File: src/design/irq_ctrl_pkg.sv
// Constants, layouts and carriers for the interrupt enable and status block
package irq_ctrl_pkg;
	localparam int ADDR_W = 8;
	localparam logic [7:0] OFF_ENABLE = 8'h00;
	localparam logic [7:0] OFF_STATUS = 8'h04;
	localparam logic [7:0] OFF_LIVE = 8'h08;
	localparam int BIT_GATE = 31;
	localparam int BIT_CMD = 7;
	localparam int BIT_LOC = 2;
	localparam int BIT_STSV = 1;
	localparam int BIT_RESP = 0;
	localparam int SCHEME_LSB = 3;
	localparam logic [1:0] SCHEME_LOW_LEVEL = 2'h1;
	// Compact source vector order: {cmd, loc, stsv, resp}
	localparam int SRC_N = 4;
	localparam int SRC_RESP = 0;
	localparam int SRC_STSV = 1;
	localparam int SRC_LOC = 2;
	localparam int SRC_CMD = 3;
	localparam logic GATE_RST = 1'h0;
	localparam logic [3:0] SRC_EN_RST = 4'h0;
	localparam logic [3:0] FLAGS_RST = 4'h0;
	localparam logic [1:0] RESP_OKAY = 2'h0;
	localparam logic [1:0] RESP_SLVERR = 2'h2;

	typedef struct packed {
		logic [ADDR_W-1:0] addr;
		logic [31:0] data;
		logic [3:0] strb;
	} wr_req_t;

	typedef struct packed {
		logic cmd_ready_bit;
		logic status_valid_bit;
		logic response_pending_bit;
	} if_status_t;

	typedef struct packed {
		logic locality_request;
		logic locality_grant;
		logic locality_owner;
	} loc_evt_t;

	typedef enum logic [2:0] {
		IRQ_IDLE = 3'b001,
		IRQ_ACTIVE = 3'b010,
		IRQ_REARM = 3'b100
	} irq_state_t;
endpackage

File: src/design/rise_detect.sv
// Per-bit rising edge detector for synchronous status levels
`timescale 1ns/1ps
module rise_detect
	import irq_ctrl_pkg::*;
#(
	parameter int WIDTH = 3
) (
	// Clock and reset
	input wire logic mclk,
	input wire logic rst,
	// Levels and their rising edges
	input wire logic [WIDTH-1:0] level,
	output logic [WIDTH-1:0] rise
);
	logic [WIDTH-1:0] prev_reg;
	logic [WIDTH-1:0] prev_next;

	if (WIDTH < 1) begin : g_bad_width
		$error("rise_detect: WIDTH must be at least 1");
	end

	always_comb begin
		prev_next = level;
	end

	always_ff @(posedge mclk) begin
		if (rst) begin
			// Track the pin through reset: a level already high at release is no edge
			prev_reg <= level;
		end else begin
			prev_reg <= prev_next;
		end
	end

	genvar i;
	for (i = 0; i < WIDTH; i++) begin : g_bit
		assign rise[i] = level[i] & ~prev_reg[i];
	end
endmodule

File: src/design/axil_slave.sv
// AXI4-Lite slave front end: one write and one read under way at a time
`timescale 1ns/1ps
module axil_slave
	import irq_ctrl_pkg::*;
#(
	parameter int AW = ADDR_W
) (
	// Clock and reset
	input wire logic mclk,
	input wire logic rst,
	// AXI4-Lite write channels
	input wire logic [AW-1:0] awaddr,
	input wire logic awvalid,
	output logic awready,
	input wire logic [31:0] wdata,
	input wire logic [3:0] wstrb,
	input wire logic wvalid,
	output logic wready,
	output logic [1:0] bresp,
	output logic bvalid,
	input wire logic bready,
	// AXI4-Lite read channels
	input wire logic [AW-1:0] araddr,
	input wire logic arvalid,
	output logic arready,
	output logic [31:0] rdata,
	output logic [1:0] rresp,
	output logic rvalid,
	input wire logic rready,
	// Register side
	output logic wr_fire,
	output wr_req_t wr_req,
	input wire logic wr_ok,
	output logic rd_fire,
	output logic [AW-1:0] rd_addr,
	input wire logic [31:0] rd_data,
	input wire logic rd_ok
);
	logic aw_full_reg, aw_full_next, w_full_reg, w_full_next;
	logic awready_reg, awready_next, wready_reg, wready_next;
	logic bvalid_reg, bvalid_next, arready_reg, arready_next, rvalid_reg, rvalid_next;
	logic [1:0] bresp_reg, bresp_next, rresp_reg, rresp_next;
	logic [31:0] rdata_reg, rdata_next;
	wr_req_t hold_reg, hold_next;

	// The held write request carries an address of the package width
	if (AW != ADDR_W) begin : g_bad_aw
		$error("axil_slave: AW must equal ADDR_W");
	end

	assign wr_fire = aw_full_reg & w_full_reg & ~bvalid_reg;
	assign wr_req = hold_reg;
	assign rd_fire = arvalid & arready_reg;
	assign rd_addr = araddr;

	always_comb begin
		hold_next = hold_reg;
		aw_full_next = aw_full_reg;
		w_full_next = w_full_reg;
		bvalid_next = bvalid_reg;
		bresp_next = bresp_reg;
		if (awvalid && awready_reg) begin
			hold_next.addr = awaddr;
			aw_full_next = 1'b1;
		end
		if (wvalid && wready_reg) begin
			hold_next.data = wdata;
			hold_next.strb = wstrb;
			w_full_next = 1'b1;
		end
		if (wr_fire) begin
			aw_full_next = 1'b0;
			w_full_next = 1'b0;
			bvalid_next = 1'b1;
			bresp_next = wr_ok ? RESP_OKAY : RESP_SLVERR;
		end else if (bvalid_reg && bready) begin
			bvalid_next = 1'b0;
		end
		awready_next = ~aw_full_next & ~bvalid_next & ~wr_fire;
		wready_next = ~w_full_next & ~bvalid_next & ~wr_fire;
		rvalid_next = rvalid_reg;
		rdata_next = rdata_reg;
		rresp_next = rresp_reg;
		if (rd_fire) begin
			rvalid_next = 1'b1;
			rdata_next = rd_ok ? rd_data : 32'h0;
			rresp_next = rd_ok ? RESP_OKAY : RESP_SLVERR;
		end else if (rvalid_reg && rready) begin
			rvalid_next = 1'b0;
		end
		arready_next = ~rvalid_next;
	end

	always_ff @(posedge mclk) begin
		if (rst) begin
			hold_reg <= '0;
			aw_full_reg <= 1'b0;
			w_full_reg <= 1'b0;
			awready_reg <= 1'b0;
			wready_reg <= 1'b0;
			bvalid_reg <= 1'b0;
			bresp_reg <= RESP_OKAY;
			arready_reg <= 1'b0;
			rvalid_reg <= 1'b0;
			rdata_reg <= 32'h0;
			rresp_reg <= RESP_OKAY;
		end else begin
			hold_reg <= hold_next;
			aw_full_reg <= aw_full_next;
			w_full_reg <= w_full_next;
			awready_reg <= awready_next;
			wready_reg <= wready_next;
			bvalid_reg <= bvalid_next;
			bresp_reg <= bresp_next;
			arready_reg <= arready_next;
			rvalid_reg <= rvalid_next;
			rdata_reg <= rdata_next;
			rresp_reg <= rresp_next;
		end
	end

	assign awready = awready_reg;
	assign wready = wready_reg;
	assign bvalid = bvalid_reg;
	assign bresp = bresp_reg;
	assign arready = arready_reg;
	assign rvalid = rvalid_reg;
	assign rdata = rdata_reg;
	assign rresp = rresp_reg;
endmodule

File: src/design/fifo_irq_enable_status.sv
// Interrupt enable, cause flags and interrupt line of the FIFO host interface
//
// Added by the designer: the register addresses and the AXI4-Lite slave port.
`timescale 1ns/1ps
module fifo_irq_enable_status
	import irq_ctrl_pkg::*;
(
	// Clock and reset
	input wire logic mclk,
	input wire logic rst,
	// AXI4-Lite write channels
	input wire logic [ADDR_W-1:0] awaddr,
	input wire logic awvalid,
	output logic awready,
	input wire logic [31:0] wdata,
	input wire logic [3:0] wstrb,
	input wire logic wvalid,
	output logic wready,
	output logic [1:0] bresp,
	output logic bvalid,
	input wire logic bready,
	// AXI4-Lite read channels
	input wire logic [ADDR_W-1:0] araddr,
	input wire logic arvalid,
	output logic arready,
	output logic [31:0] rdata,
	output logic [1:0] rresp,
	output logic rvalid,
	input wire logic rready,
	// Interface status and locality events
	input wire if_status_t if_status,
	input wire loc_evt_t loc_evt,
	// Interrupt to the host platform
	output logic irq
);
	logic wr_fire, wr_ok, rd_fire, rd_ok;
	wr_req_t wr_req;
	logic [ADDR_W-1:0] rd_addr;
	logic [31:0] rd_data;
	logic [2:0] rise;
	logic gate_reg, gate_next, gate_chg_reg, gate_chg_next;
	logic [SRC_N-1:0] src_en_reg, src_en_next, flags_reg, flags_next;
	logic [SRC_N-1:0] set_vec, clr_vec;
	logic loc_wait_reg, loc_wait_next;
	logic irq_reg, irq_next;
	irq_state_t state_reg, state_next;
	logic wr_enable, wr_status, eoi, gate_wr_change, gate_busy, pending;
	logic [31:0] enable_view, status_view, live_view;

	axil_slave #(
		.AW(ADDR_W)
	) u_bus (
		.mclk(mclk),
		.rst(rst),
		.awaddr(awaddr),
		.awvalid(awvalid),
		.awready(awready),
		.wdata(wdata),
		.wstrb(wstrb),
		.wvalid(wvalid),
		.wready(wready),
		.bresp(bresp),
		.bvalid(bvalid),
		.bready(bready),
		.araddr(araddr),
		.arvalid(arvalid),
		.arready(arready),
		.rdata(rdata),
		.rresp(rresp),
		.rvalid(rvalid),
		.rready(rready),
		.wr_fire(wr_fire),
		.wr_req(wr_req),
		.wr_ok(wr_ok),
		.rd_fire(rd_fire),
		.rd_addr(rd_addr),
		.rd_data(rd_data),
		.rd_ok(rd_ok)
	);

	rise_detect #(
		.WIDTH(3)
	) u_rise (
		.mclk(mclk),
		.rst(rst),
		.level({if_status.cmd_ready_bit, if_status.status_valid_bit,
			if_status.response_pending_bit}),
		.rise(rise)
	);

	// Address decode; one register set for every locality
	// shared across localities
	always_comb begin
		wr_enable = wr_fire && (wr_req.addr == OFF_ENABLE);
		wr_status = wr_fire && (wr_req.addr == OFF_STATUS);
		wr_ok = (wr_req.addr == OFF_ENABLE) || (wr_req.addr == OFF_STATUS);
		rd_ok = (rd_addr == OFF_ENABLE) || (rd_addr == OFF_STATUS) || (rd_addr == OFF_LIVE);
		eoi = wr_status;
	end

	// Register images seen by software
	always_comb begin
		enable_view = 32'h0;
		status_view = 32'h0;
		live_view = 32'h0;
		enable_view[BIT_GATE] = gate_reg;
		enable_view[BIT_CMD] = src_en_reg[SRC_CMD];
		enable_view[BIT_LOC] = src_en_reg[SRC_LOC];
		enable_view[BIT_STSV] = src_en_reg[SRC_STSV];
		enable_view[BIT_RESP] = src_en_reg[SRC_RESP];
		enable_view[SCHEME_LSB+1:SCHEME_LSB] = SCHEME_LOW_LEVEL;
		status_view[BIT_CMD] = flags_reg[SRC_CMD];
		status_view[BIT_LOC] = flags_reg[SRC_LOC];
		status_view[BIT_STSV] = flags_reg[SRC_STSV];
		status_view[BIT_RESP] = flags_reg[SRC_RESP];
		live_view[2:0] = if_status;
		live_view[3] = loc_wait_reg;
		live_view[4] = pending;
		live_view[7:5] = state_reg;
		live_view[8] = irq_reg;
		unique case (rd_addr)
			OFF_ENABLE: rd_data = enable_view;
			OFF_STATUS: rd_data = status_view;
			default: rd_data = live_view;
		endcase
	end

	// Enable register
	always_comb begin
		gate_next = gate_reg;
		src_en_next = src_en_reg;
		gate_wr_change = 1'b0;
		if (wr_enable && wr_req.strb[0]) begin
			src_en_next[SRC_CMD] = wr_req.data[BIT_CMD];
			src_en_next[SRC_LOC] = wr_req.data[BIT_LOC];
			src_en_next[SRC_STSV] = wr_req.data[BIT_STSV];
			src_en_next[SRC_RESP] = wr_req.data[BIT_RESP];
		end
		if (wr_enable && wr_req.strb[3]) begin
			gate_next = wr_req.data[BIT_GATE];
			gate_wr_change = wr_req.data[BIT_GATE] != gate_reg;
		end
		gate_chg_next = gate_wr_change;
	end

	always_ff @(posedge mclk) begin
		if (rst) begin
			gate_reg <= GATE_RST;
			src_en_reg <= SRC_EN_RST;
			gate_chg_reg <= 1'b0;
		end else begin
			gate_reg <= gate_next;
			src_en_reg <= src_en_next;
			gate_chg_reg <= gate_chg_next;
		end
	end

	// Locality grant tracking and cause flags
	always_comb begin
		loc_wait_next = loc_wait_reg;
		set_vec = '0;
		if (loc_evt.locality_request && loc_evt.locality_owner) begin
			loc_wait_next = 1'b1;
		end
		if (loc_evt.locality_grant && loc_wait_reg) begin
			set_vec[SRC_LOC] = 1'b1;
			loc_wait_next = 1'b0;
		end
		set_vec[SRC_CMD] = rise[2];
		set_vec[SRC_STSV] = rise[1];
		set_vec[SRC_RESP] = rise[0] & if_status.status_valid_bit;
		clr_vec = '0;
		if (wr_status && wr_req.strb[0]) begin
			clr_vec[SRC_CMD] = wr_req.data[BIT_CMD];
			clr_vec[SRC_LOC] = wr_req.data[BIT_LOC];
			clr_vec[SRC_STSV] = wr_req.data[BIT_STSV];
			clr_vec[SRC_RESP] = wr_req.data[BIT_RESP];
		end
		// New event wins over a clear in the same cycle
		flags_next = (flags_reg & ~clr_vec) | set_vec;
	end

	always_ff @(posedge mclk) begin
		if (rst) begin
			flags_reg <= FLAGS_RST;
			loc_wait_reg <= 1'b0;
		end else begin
			flags_reg <= flags_next;
			loc_wait_reg <= loc_wait_next;
		end
	end

	// Interrupt sequencing
	always_comb begin
		pending = gate_reg & |(flags_reg & src_en_reg);
		gate_busy = gate_wr_change | gate_chg_reg;
		state_next = state_reg;
		irq_next = 1'b0;
		unique case (state_reg)
			IRQ_IDLE: begin
				if (pending && !gate_busy) begin
					state_next = IRQ_ACTIVE;
					irq_next = 1'b1;
				end
			end
			IRQ_ACTIVE: begin
				if (eoi) begin
					state_next = IRQ_REARM;
				end else begin
					irq_next = irq_reg & pending & ~gate_busy;
				end
			end
			IRQ_REARM: begin
				state_next = IRQ_IDLE;
			end
			default: begin
				state_next = IRQ_IDLE;
			end
		endcase
	end

	always_ff @(posedge mclk) begin
		if (rst) begin
			state_reg <= IRQ_IDLE;
			irq_reg <= 1'b0;
		end else begin
			state_reg <= state_next;
			irq_reg <= irq_next;
		end
	end

	assign irq = irq_reg;
endmodule

File: config.mk
export PLATFORM = sky130hd
export DESIGN_NAME = fifo_irq_enable_status
export DESIGN_NICKNAME = d
export VERILOG_FILES = /design/src/design/irq_ctrl_pkg.sv /design/src/design/rise_detect.sv /design/src/design/axil_slave.sv /design/src/design/fifo_irq_enable_status.sv
export SDC_FILE = /design/constraint.sdc
export NUM_CORES = 1
export LEC_CHECK = 0
export BUFFER_PORTS_ARGS = -buffer_cell sky130_fd_sc_hd__buf_2
export CAP_MARGIN = 30
export CORE_MARGIN = 2
export CORE_UTILIZATION = 46
export CTS_CLUSTER_DIAMETER = 100
export CTS_CLUSTER_SIZE = 24
export DETAILED_ROUTE_END_ITERATION = 6
export GPL_TIMING_DRIVEN = 0
export MAX_ROUTING_LAYER = met4
export PLACE_DENSITY = 0.8
export REMOVE_ABC_BUFFERS = 1
export SYNTH_ARGS = -nofsm -noshare
export SYNTH_HDL_FRONTEND = slang
export SYNTH_SLANG_ARGS = --single-unit
File: constraint.sdc
create_clock -name mclk -period 1.7 [get_ports mclk]
set_input_delay 0.34 -clock mclk [delete_from_list [all_inputs] [get_ports mclk]]
set_output_delay 0.34 -clock mclk [all_outputs]
set_load 0.005 [all_outputs]
**Word-level counts from Yosys, hierarchy flattened**

Cells that the tools add are included.

- $add $sub $neg: 0
- $mul: 0
- Divide/modulo/power cells: 0
- $lt $le $gt $ge: 0
- Eq/ne operators: 8
- Shift-type cells: 0
- Multiplexer cells: 21
- Bitwise logic cells: 29
- Reduce and logical (&&, ||, !) cells: 21

Operator list:

| operator | number |
|---|---|
| case mux 32 bit (2 select lines) | 1 |
| 2-to-1 mux 32 bit | 1 |
| == test 8 x 3 -> 1 bit (second input constant) | 2 |
| logical NOT 8 bit | 2 |
| bitwise AND 1 bit | 14 |
| logical AND 1 bit | 12 |
| 2-to-1 mux 1 bit | 12 |
| NOT 1 bit | 10 |
| bitwise AND 4 bit | 2 |
| == test 8 x 4 -> 1 bit (second input constant) | 1 |
| 2-to-1 mux 3 bit | 2 |
| case mux 3 bit (2 select lines) | 1 |
| 2-to-1 mux 2 bit | 2 |
| 2-to-1 mux 4 bit | 1 |
| inequality test 2 bit (second input constant) | 2 |
| NOT 4 bit | 1 |
| OR 4 bit | 1 |
| OR reduction 4 bit | 1 |
| == test 3 x 1 -> 1 bit (second input constant) | 1 |
| == test 3 x 2 -> 1 bit (second input constant) | 1 |
| logical OR 1 bit | 3 |
| case mux 1 bit (2 select lines) | 1 |
| AND reduction 2 bit | 1 |
| OR reduction 2 bit | 1 |
| other kinds (3) | 3 |

- Register bits after elaboration: 105
- Bits in latches: 0
- Bits in writable memories: 0
- ROM bits: 0
- Input port bits: 65
- Output and inout bits: 42
- Logic and storage cells: 100
- Memories kept: 0

**Longest topological paths before layout**

Gate-level depths: netlist (run 1).

- Depth after elaboration: 10
- Gate-level depth with buffers: 5
- Depth with buffers taken out: 4

**By module**

A second synthesis (run 1) with hierarchy kept.

- Cells, all modules: 479
- Area, all modules: 4,179.0 um^2

By module, submodules not included:

| module | instances | cells each | area an instance (um^2) | seq. area each (um^2) |
|---|---|---|---|---|
| axil_slave | 1 | 377 | 3,214.3 | 1,701.6 |
| fifo_irq_enable_status | 1 | 96 | 863.3 | 300.3 |
| rise_detect | 1 | 6 | 101.3 | 60.1 |

**Least setup slack after synthesis (run 1)**

Ideal clock, no wire load.

- Kind: input port to flip-flop
- Start: in araddr[7]
- End: reg u_bus.rdata_reg[3], in the netlist u_bus.rdata[3]
- Library setup time: 0.118 ns
- Data arrival time: 1.481 ns
- Data required time: 1.582 ns
- Path slack: 0.100 ns
- Stages: 4
- Path buffers: 0
- Path through: or4_4 nor3_4 mux2i_1 o21ai_1

- Cells in the longest elaborated chain, start to end: 4
- Elaborated cells between the ends (all ways): 7
- Classes of those cells: eq/ne (2); mux (2); reduce/logical (3)

RTL lines:

| item | RTL line | text |
|---|---|---|
| from (decl) | fifo_irq_enable_status.sv:23 | `input wire logic [ADDR_W-1:0] araddr,` |
| branches (longest 3 deep; another with case mux 32 bit (2 select lines)) | n/a |  |
| 2-to-1 mux 32 bit * | axil_slave.sv:86 | `rdata_next = rd_ok ? rd_data : 32'h0;` |
| to (signal assigned) | axil_slave.sv:117 | `rdata_reg <= rdata_next;` |
| to (decl) | axil_slave.sv:43 | `logic [31:0] rdata_reg, rdata_next;` |

Mark *: on every way between the ends.
A chain may end at the register's enable or synchronous reset.

**Worst setup path in the final report (run 1)**

- Start: reg u_bus.hold_reg (netlist bit u_bus.wr_req[43])
- End: reg flags_reg[3]

- Cells in the longest elaborated chain, start to end: 7

RTL lines:

| item | RTL line | text |
|---|---|---|
| from (decl) | axil_slave.sv:44 | `wr_req_t hold_reg, hold_next;` |
| from (signal assigned) | axil_slave.sv:108 | `hold_reg <= hold_next;` |
| == test 8 x 3 -> 1 bit | fifo_irq_enable_status.sv:95 | `wr_status = wr_fire && (wr_req.addr == OFF_STATUS);` |
| logical AND 1 bit | fifo_irq_enable_status.sv:95 |  |
| logical AND 1 bit | fifo_irq_enable_status.sv:173 | `if (wr_status && wr_req.strb[0]) begin` |
| 2-to-1 mux 4 bit | fifo_irq_enable_status.sv:173 |  |
| NOT 4 bit | fifo_irq_enable_status.sv:180 | `flags_next = (flags_reg & ~clr_vec) \| set_vec;` |
| bitwise AND 4 bit | fifo_irq_enable_status.sv:180 |  |
| OR 4 bit | fifo_irq_enable_status.sv:180 |  |
| to (signal assigned) | fifo_irq_enable_status.sv:188 | `flags_reg <= flags_next;` |
| to (decl) | fifo_irq_enable_status.sv:42 | `logic [SRC_N-1:0] src_en_reg, src_en_next, flags_reg, flags_next;` |

Every way passes these cells.

==> metrics.csv, run 1 <==
metric,value,unit
"setup slack, reg-to-reg",0.17,ns
sequential element share of the synthesized area,0.466,
synthesized area divided by synthesized cell count,8.75,µm²
combined global-route utilization of all metal layers,0.164,
post-synthesis sequential element count,52,
per-cell routed wire length,11.4,µm
Clock H-tree levels,2,
Critical Path Start Type,flip-flop,
kind of cell adding the most delay to the critical path,simple AND/OR/NAND/NOR gates,
CP Cell Sequence,nor3_1 -> and3_1 -> and3_1 -> a311oi_1,
reg-to-reg startpoint,u_bus.wr_req[43],
count of routing violations after the opening detailed-route iteration,61,
net switching power,0.535,mW
Detail Placement HPWL,3.04,mm
share of cells above drive strength 1,0.230,
most frequent cells in the layout,"buf_2, dfxtp_1, nand2_1",
Pwr Density,873,nW/µm²
WS Path Type,reg2reg,
number of endpoints failing setup at the final stage,0,
startpoint of the worst setup timing path,u_bus.wr_req[43],
setup bufs post-CTS,0,
sequential fraction of design power,0.585,
final routed DRC violation total,0,
residual antenna-violating net count after detailed routing,0,
number of synthesized flops with an enable pin,0,
number of buffers between clock root and the deepest sink,2,
type of the most critical hold path,in2reg,
Min-Delay Startpoint,if_status[0],
ratio of routed vias to standard cells,4.96,
"Data required, critical path",1.85,ns
clock tree from TritonCTS,yes,
Total Die Area,5430,µm²
number of endpoints with negative hold slack in the final report,0,
clock root buffer master,clkbuf_8,
dominant register cell in the synthesized netlist,dfxtp_1,
final wirelength,4.09,mm
slowest CP cell,nor3_1,
number of antenna diodes,0,
final-layout worst hold slack,0.162,ns
"most common cell after layout, fill and taps aside",buf_2,
Worst path most repeated cell,and3_1,
Overall Power,2.21,mW
Peak VDD IR,0.646,mV
crit path DAT,1.68,ns
count of buffering cells on the critical path with inverters included,0,
internal cell power,1.67,mW
Setup Skew,0.00525,ns
Die Y,73.7,µm
I/O Pins,107,
row count,25,
placeable core area,4690,µm²
"CTS clk-pin slew, worst paths",0.09,ns
Nets,369,
number of antenna violations at the first check in global routing,0,
number of clock sinks,52,
worst rel slew slack,0.462,
post-synthesis cell count,255,
Placement Setup Slack,-0.100,ns
sw frac,0.242,
critical path peak fanout,5,
Via Count,1782,
capturing element type of the critical path,flip-flop,
Clock Latency Late Sink,0.30,ns
pin count of the biggest net entering global routing,47,
Setup WS post-layout,0.172,ns
final weighted congestion in routability-driven placement,0.821,
Worst path max stage delay,0.37,ns
proportion of synthesized flip-flops having asynchronous set or reset,0,
final core occ,0.540,
final global-route overflow total,0,
status,"finished, final reports clean",
first-pass GRT wire length,6.83,mm
number of buffers created by CTS,5,
Die Wd,73.7,µm
max cap viols,0,
clock group share of total power,0.321,
number of I/O port buffers,53,
Largest register FFs,15,
Syn-to-layout area delta,13.5,%
initial cell density of the core,0.476,
highest attainable clock frequency,654,MHz
transition at the pin with the smallest max-transition slack,0.807,ns
area of the mapped netlist,2230,µm²
combinational group share of total power,0.094,
vias in the first global route,1566,
post-route fraction of the period consumed by the critical path,0.899,
setup repair after global routing missed its margin,false,
leakage power summed over all cells,1.09,nW
max-slew violation count,0,
count of TritonRoute iterations in the first routing pass,4,
"Min Clock Period, post-route",1.53,ns
count of cell types in the netlist,39,
number of warnings printed during yosys synthesis,0,
==> worst reg2reg max path: cells and delay by family (launching register included) <==
kind | cells | cell delay (ns)
simple gates | 3 | 0.95
flops | 1 | 0.32
compound gates | 1 | 0.13
==> Yosys cell counts (all sizes together), types with 3 or more instances <==
cell type	count	area [µm²]
nand4	3	18.8
a311oi	4	35.0
nand2b	4	25.0
buf	26	196
mux2	4	45.0
dfxtp	52	1040
nor4	4	40.0
mux2i	8	80.1
nor2b	6	37.5
nand2	40	150
o21ai	5	25.0
inv	5	18.8
nor3	8	51.3
a22oi	7	52.6
a21oi	23	115
nand3	8	40.0
nor2	19	71.3
clkbuf	8	30.0
nand3b	3	22.5
==> per-layer routing <==
metal,wire (µm),up-vias,track usage
li1,-,931,-
met1,2070,774,0.213
met5,0,-,-
met3,280,7,0.0370
met2,1670,70,0.249
met4,61,0,0.0606
==> layout make-up <==
type                       instances  area, µm²
sequential                        52       1040
tap                               54       67.6
fill                             440       2160
clock buffer                       6       82.6
multi-input combinational        187       1050
timing repair buffer              53        265
clock inverter                     2       10.0
inverter                           5       18.8
==> path summary, 6_finish.rpt <==
check                                          end  cells after the start
worst max-delay path                  flags_reg[3]                      4
worst min-delay path            u_rise.prev_reg[0]                      1
worst max register to register        flags_reg[3]                      4
worst min register to register      u_bus.rdata[1]                      2
==> cells by family (layout without fill, tap and decap cells) <==
family	count (synthesis)	after routing	synth area share
multiplexers	12	12	0.0561
AO/OA/AOI/OAI	46	46	0.127
AND/OR/NAND/NOR	104	104	0.235
buffers and inverters	39	66	0.110
XOR/XNOR	1	1	0.00392
flip-flops	52	52	0.466
other	1	24	0.00168
==> stage by stage <==
step	cell area [µm²]	TNS [ns]	instances
final	2530	0	359
after global routing	2530	0	359
after CTS	2520	0	359
after detailed placement	2420	-0.597	351
after global placement	2420	-0.260	351
after floorplan	2090	0	244
==> timing repair <==
action | 4_1_cts | 5_1_grt
endpoints found under the setup margin | 8 | 1
resized for setup | 1 | 1
hold buffers | 0 | 0
==> power groups by stage <==
stage | Clock (mW) | Combinational, mW | Sequential (mW)
final | 0.710 | 0.207 | 1.29
after global placement | 0 | 0.200 | 1.32
after floorplan | 0 | 0.110 | 1.31
after detailed placement | 0 | 0.202 | 1.32
after CTS | 0.725 | 0.204 | 1.29
after global routing | 0.776 | 0.237 | 1.30
No activity file was read; power rests on OpenSTA's default activity.
==> run 2: changes to the inputs <==
PLACE_DENSITY = 0.77   (was 0.8)
==> run 2 against run 1 <==
  * Die area unchanged
  * Power is 9.2% higher
  * Critical path depth is the same
  * Non-clock buffer count is the same
==> metrics.csv, run 2 (same netlist as run 1, synthesis figures left out) <==
metric,value,unit,change
status,"finished, final reports clean",,unchanged
Syn-to-layout area delta,15.0,%,was 13.5%
Die Wd,73.7,µm,unchanged
leakage power summed over all cells,1.11,nW,was 1.09 nW
CTS Hold Bufs,0,,unchanged
fin cells,359,,unchanged
residual antenna-violating net count after detailed routing,0,,unchanged
clock root buffer master,clkbuf_8,,unchanged
transition at the pin with the smallest max-transition slack,0.818,ns,was 0.807 ns
combinational group share of total power,0.086,,was 0.094
count of routing violations after the opening detailed-route iteration,81,,was 61
met2 WL,1.80,mm,was 1.67 mm
Detail Placement HPWL,3.07,mm,was 3.04 mm
"Data required, critical path",1.86,ns,was 1.85 ns
slowest CP cell,nor3_1,,unchanged
number of clock sinks,52,,unchanged
CP Cell Sequence,nor3_1 -> and3_1 -> and3_1 -> a311oi_1,,unchanged
first-pass GRT wire length,6.76,mm,was 6.83 mm
type of the most critical hold path,in2reg,,unchanged
sequential fraction of design power,0.535,,was 0.585
"CTS clk-pin slew, worst paths",0.09,ns,about the same
per-cell routed wire length,11.5,µm,was 11.4 µm
clock tree from TritonCTS,yes,,unchanged
top routing layer used,met4,,unchanged
sw frac,0.226,,was 0.242
number of I/O port buffers,53,,unchanged
count of buffering cells on the critical path with inverters included,0,,unchanged
Setup Skew,0.00601,ns,was 0.00525 ns
number of endpoints with negative hold slack in the final report,0,,unchanged
final weighted congestion in routability-driven placement,0.827,,was 0.821
number of antenna violations at the first check in global routing,0,,unchanged
kind of cell adding the most delay to the critical path,simple AND/OR/NAND/NOR gates,,unchanged
Clock H-tree levels,2,,unchanged
area occupied by multi-input gates,1050,µm²,unchanged
"most common cell after layout, fill and taps aside",buf_2,,unchanged
net switching power,0.545,mW,was 0.535 mW
Inst Count DP,351,,unchanged
Pwr Density,941,nW/µm²,was 873 nW/µm²
initial cell density of the core,0.476,,unchanged
max cap viols,0,,unchanged
setup repair after global routing missed its margin,false,,unchanged
Worst path max stage delay,0.39,ns,was 0.37 ns
capturing element type of the critical path,flip-flop,,unchanged
critical path peak fanout,5,,unchanged
final global-route overflow total,0,,unchanged
number of fill cells,450,,was 440
"setup slack, reg-to-reg",0.15,ns,was 0.17 ns
number of buffers between clock root and the deepest sink,2,,unchanged
final wirelength,4.12,mm,was 4.09 mm
highest attainable clock frequency,644,MHz,was 654 MHz
clock group share of total power,0.379,,was 0.321
pin count of the biggest net entering global routing,47,,unchanged
worst rel slew slack,0.454,,was 0.462
count of TritonRoute iterations in the first routing pass,4,,unchanged
Die Y,73.7,µm,unchanged
setup bufs post-CTS,0,,unchanged
row count,25,,unchanged
ratio of routed vias to standard cells,5.05,,was 4.96
Worst path most repeated cell,and3_1,,unchanged
Overall Power,2.41,mW,was 2.21 mW
share of cells above drive strength 1,0.230,,unchanged
I/O Pins,107,,unchanged
number of antenna diodes,0,,unchanged
"Min Clock Period, post-route",1.55,ns,was 1.53 ns
placeable core area,4690,µm²,unchanged
combined flip-flop and latch cell area,1040,µm²,unchanged
number of endpoints failing setup at the final stage,0,,unchanged
number of buffers created by CTS,5,,unchanged
internal cell power,1.87,mW,was 1.67 mW
sum of met3 wire segment lengths after detailed routing,278,µm,was 280 µm
final routed DRC violation total,0,,unchanged
Nets,369,,unchanged
Clock Latency Late Sink,0.30,ns,about the same
Largest register FFs,15,,unchanged
max-slew violation count,0,,unchanged
Peak VDD IR,0.578,mV,was 0.646 mV
Total Die Area,5430,µm²,unchanged
combined global-route utilization of all metal layers,0.164,,about the same
crit path DAT,1.71,ns,was 1.68 ns
most frequent cells in the layout,"buf_2, dfxtp_1, nand2_1",,unchanged
WS Path Type,reg2reg,,unchanged
Post-Route Setup TNS,0,ns,unchanged
Via Count,1812,,was 1782
Critical Path Start Type,flip-flop,,unchanged
post-route met1 wirelength,2.00,mm,was 2.07 mm
vias in the first global route,1568,,was 1566
post-route fraction of the period consumed by the critical path,0.913,,was 0.899
-- run 2: cell types whose count changed in the layout (fill, tap and decap cells not counted) --
cell / delta
clkinv_2: -2
clkbuf_8: +1
bufinv_16: +1
-- run 2: layer usage --
metal | global-route usage | vias up
li1 | - | 936
met1 | 0.209 | 806
met2 | 0.255 | 66
met3 | 0.0412 | 4
met4 | 0.0545 | 0
met5 | - | -
-- run 2: metrics by stage --
stage / utilization / cell area, µm² / worst slack [ns] / hold slack (ns)
floorplan: - / 2090 / 0.100 / 0.368
global route: 0.547 / 2570 / 0.0278 / 0.167
global placement: 0.517 / 2420 / -0.0666 / 0.436
detailed placement: 0.517 / 2420 / -0.108 / 0.443
CTS: 0.545 / 2560 / 0.0718 / 0.164
finish: 0.547 / 2570 / 0.148 / 0.168
-- run 2: final timing paths --
check                   startpoint            endpoint  depth (start not counted)
hold reg to reg     u_bus.rdata[0]      u_bus.rdata[0]                          2
setup reg to reg  u_bus.wr_req[43]        flags_reg[3]                          4
setup / recovery  u_bus.wr_req[43]        flags_reg[3]                          4
hold / removal        if_status[0]  u_rise.prev_reg[0]                          1
-- run 2: what timing repair did --
| item | in CTS | in global routing |
|---|---|---|
| hold endpoints to repair | 0 | 0 |
| resized for setup | 1 | 1 |
| endpoints found under the setup margin | 9 | 5 |
-- run 2: worst register-to-register path, cell delays in order (launching register included) --
cell and delay (ns):
dfxtp_1 0.32, nor3_1 0.39, and3_1 0.30, and3_1 0.27
a311oi_1 0.12
-- run 2: power by group through the flow --
stage	Sequential (mW)	Clock [mW]	Combinational, mW
CTS	1.29	0.931	0.205
global placement	1.32	0	0.199
global route	1.30	0.971	0.238
detailed placement	1.32	0	0.203
finish	1.29	0.914	0.208
floorplan	1.31	0	0.110
-- run 2: cell type report --
cell class                 count  share of cell area
multi-input combinational    187               0.408
tap                           54              0.0263
clock buffer                   7              0.0375
inverter                       5             0.00731
timing repair buffer          53               0.103
sequential                    52               0.406
clock inverter                 1              0.0117
==> run 3: changes to the inputs <==
CORE_UTILIZATION = 43   (was 46)
CTS_BUF_LIST = sky130_fd_sc_hd__clkbuf_2 sky130_fd_sc_hd__clkbuf_4 sky130_fd_sc_hd__clkbuf_8   (was not set)
PLACE_DENSITY = 0.75   (was 0.77)
clock period = 1.4 ns   (was 1.7 ns; I/O delays follow)
==> run 3 against run 2 <==
  * The flow now finishes with violations (negative setup slack)
  * Clock skew is essentially flat
  * Non-clock buffer count increased by 4
  * Critical path depth unchanged
  * Cell count up 5.6%
  * Clock-buffer cell count fell by 1
  * Combinational power increased by 28%
  * Routed wire length up 6.5%
  * Sequential share of layout area fell by 0.95 points
  * Power grew 12%
  * Worst setup slack got worse by 0.16 ns
  * Hold slack worse by 0.067 ns
  * Largest cell class unchanged
  * Largest power group unchanged
==> metrics.csv, run 3 (same netlist as run 1, synthesis figures left out) <==
metric,value,unit,change
total cell area at the placement stage,2440,µm²,was 2420 µm²
first-pass GRT wire length,7.36,mm,was 6.76 mm
type of the most critical hold path,in2reg,,unchanged
Overall Power,2.71,mW,was 2.41 mW
most frequent cells in the layout,"buf_2, dfxtp_1, nand2_1",,unchanged
per-cell routed wire length,11.6,µm,was 11.5 µm
max cap viols,0,,unchanged
Worst path most repeated cell,and3_4,,was and3_1
vias in the first global route,1725,,was 1568
final-layout worst hold slack,0.101,ns,was 0.168 ns
"Min Clock Period, post-route",1.41,ns,was 1.55 ns
initial cell density of the core,0.443,,was 0.476
final global-route overflow total,0,,unchanged
Pwr Density,1030,nW/µm²,was 941 nW/µm²
combined global-route utilization of all metal layers,0.157,,was 0.164
transition at the pin with the smallest max-transition slack,0.796,ns,was 0.818 ns
count of TritonRoute iterations in the first routing pass,4,,unchanged
number of endpoints failing setup at the final stage,3,,was 0
ratio of routed vias to standard cells,4.85,,was 5.05
WS Path Type,reg2reg,,unchanged
Critical Path Start Type,flip-flop,,unchanged
status,"complete, but fails checks",,"was finished, final reports clean"
sequential fraction of design power,0.579,,was 0.535
I/O Pins,107,,unchanged
number of buffers created by CTS,5,,unchanged
"CTS clk-pin slew, worst paths",0.09,ns,about the same
Total Die Area,5780,µm²,was 5430 µm²
Syn-to-layout area delta,18.2,%,was 15.0%
capturing element type of the critical path,flip-flop,,unchanged
Post-Route Setup TNS,-0.0352,ns,was 0 ns
Setup Skew,0.00596,ns,was 0.00601 ns
clock group share of total power,0.322,,was 0.379
violated checks,negative setup slack,,
slowest CP cell,nor4_4,,was nor3_1
critical path peak fanout,4,,was 5
Largest register FFs,15,,unchanged
CP Cell Sequence,nor4_4 -> and3_4 -> and3_4 -> a311oi_1,,was nor3_1 -> and3_1 -> and3_1 -> a311oi_1
max-slew violation count,0,,unchanged
pin count of the biggest net entering global routing,47,,unchanged
residual antenna-violating net count after detailed routing,0,,unchanged
final routed DRC violation total,0,,unchanged
Die Wd,76.1,µm,was 73.7 µm
clock root buffer master,clkbuf_8,,unchanged
post-route fraction of the period consumed by the critical path,1.01,,was 0.913
Clock Latency Late Sink,0.31,ns,was 0.30 ns
final weighted congestion in routability-driven placement,0.793,,was 0.827
internal cell power,2.04,mW,was 1.87 mW
final instance area,2640,µm²,was 2570 µm²
crit path DAT,1.57,ns,was 1.71 ns
placeable core area,5040,µm²,was 4690 µm²
clock tree from TritonCTS,yes,,unchanged
Placement Setup Slack,-0.376,ns,was -0.108 ns
highest attainable clock frequency,707,MHz,was 644 MHz
number of I/O port buffers,53,,unchanged
Nets,373,,was 369
final wirelength,4.39,mm,was 4.12 mm
Die Y,76.1,µm,was 73.7 µm
Worst path max stage delay,0.35,ns,was 0.39 ns
kind of cell adding the most delay to the critical path,simple AND/OR/NAND/NOR gates,,unchanged
Detail Placement HPWL,3.17,mm,was 3.07 mm
"most common cell after layout, fill and taps aside",buf_2,,unchanged
number of endpoints with negative hold slack in the final report,0,,unchanged
Via Count,1838,,was 1812
combinational group share of total power,0.098,,was 0.086
"Data required, critical path",1.56,ns,was 1.86 ns
number of clock sinks,52,,unchanged
row count,26,,was 25
count of routing violations after the opening detailed-route iteration,76,,was 81
share of cells above drive strength 1,0.282,,was 0.230
Peak VDD IR,0.625,mV,was 0.578 mV
Setup WS post-layout,-0.0137,ns,was 0.148 ns
leakage power summed over all cells,1.11,nW,about the same
setup repair after global routing missed its margin,true,,was false
number of buffers between clock root and the deepest sink,2,,unchanged
number of antenna diodes,0,,unchanged
sw frac,0.247,,was 0.226
count of buffering cells on the critical path with inverters included,0,,unchanged
net switching power,0.669,mW,was 0.545 mW
CTS Hold Bufs,0,,unchanged
Clock H-tree levels,2,,unchanged
worst rel slew slack,0.470,,was 0.454
number of antenna violations at the first check in global routing,0,,unchanged
run 3: area by class of cell:
type	count	area (µm²)
multi-input combinational	187	1090
sequential	52	1040
clock buffer	6	82.6
timing repair buffer	57	302
clock inverter	2	10.0
inverter	5	18.8
tap	70	87.6
fill	492	2400
run 3: worst paths after layout:
path	endpoint	depth (start not counted)	slack, ns	start
worst max-delay path	flags_reg[2]	4	-0.01	u_bus.wr_req[39]
worst min-delay path	u_rise.prev_reg[0]	1	0.10	if_status[0]
worst max register to register	flags_reg[2]	4	-0.01	u_bus.wr_req[39]
worst min register to register	u_bus.rdata[1]	2	0.46	u_bus.rdata[1]
run 3: power groups by stage:
stage | Clock (mW) | Combinational, mW | Sequential, mW
after floorplan | 0 | 0.133 | 1.59
after global placement | 0 | 0.243 | 1.60
after detailed placement | 0 | 0.246 | 1.60
after CTS | 0.892 | 0.261 | 1.57
after global routing | 0.952 | 0.302 | 1.58
final | 0.875 | 0.267 | 1.57
run 3: per-stage QoR:
step                      utilization  instances
after floorplan                     -        244
after global placement          0.485        367
after detailed placement        0.485        367
after CTS                       0.517        379
after global routing            0.523        379
final                           0.523        379
run 3: repair_timing:
action                     4_1_cts  5_1_grt
gates resized for setup         11        7
setup endpoints to repair       17       23
pin swaps                        4       12
hold endpoints to repair         0        0
setup buffers                    4        0
run 3: layer usage:
| metal | part of all wire | routed length [µm] | vias to the layer above | global-route usage |
|---|---|---|---|---|
| li1 | - | - | 937 | - |
| met1 | 0.45 | 2000 | 822 | 0.192 |
| met2 | 0.46 | 2030 | 74 | 0.259 |
| met3 | 0.071 | 310 | 5 | 0.0379 |
| met4 | 0.011 | 48 | 0 | 0.0491 |
| met5 | 0 | 0 | - | - |
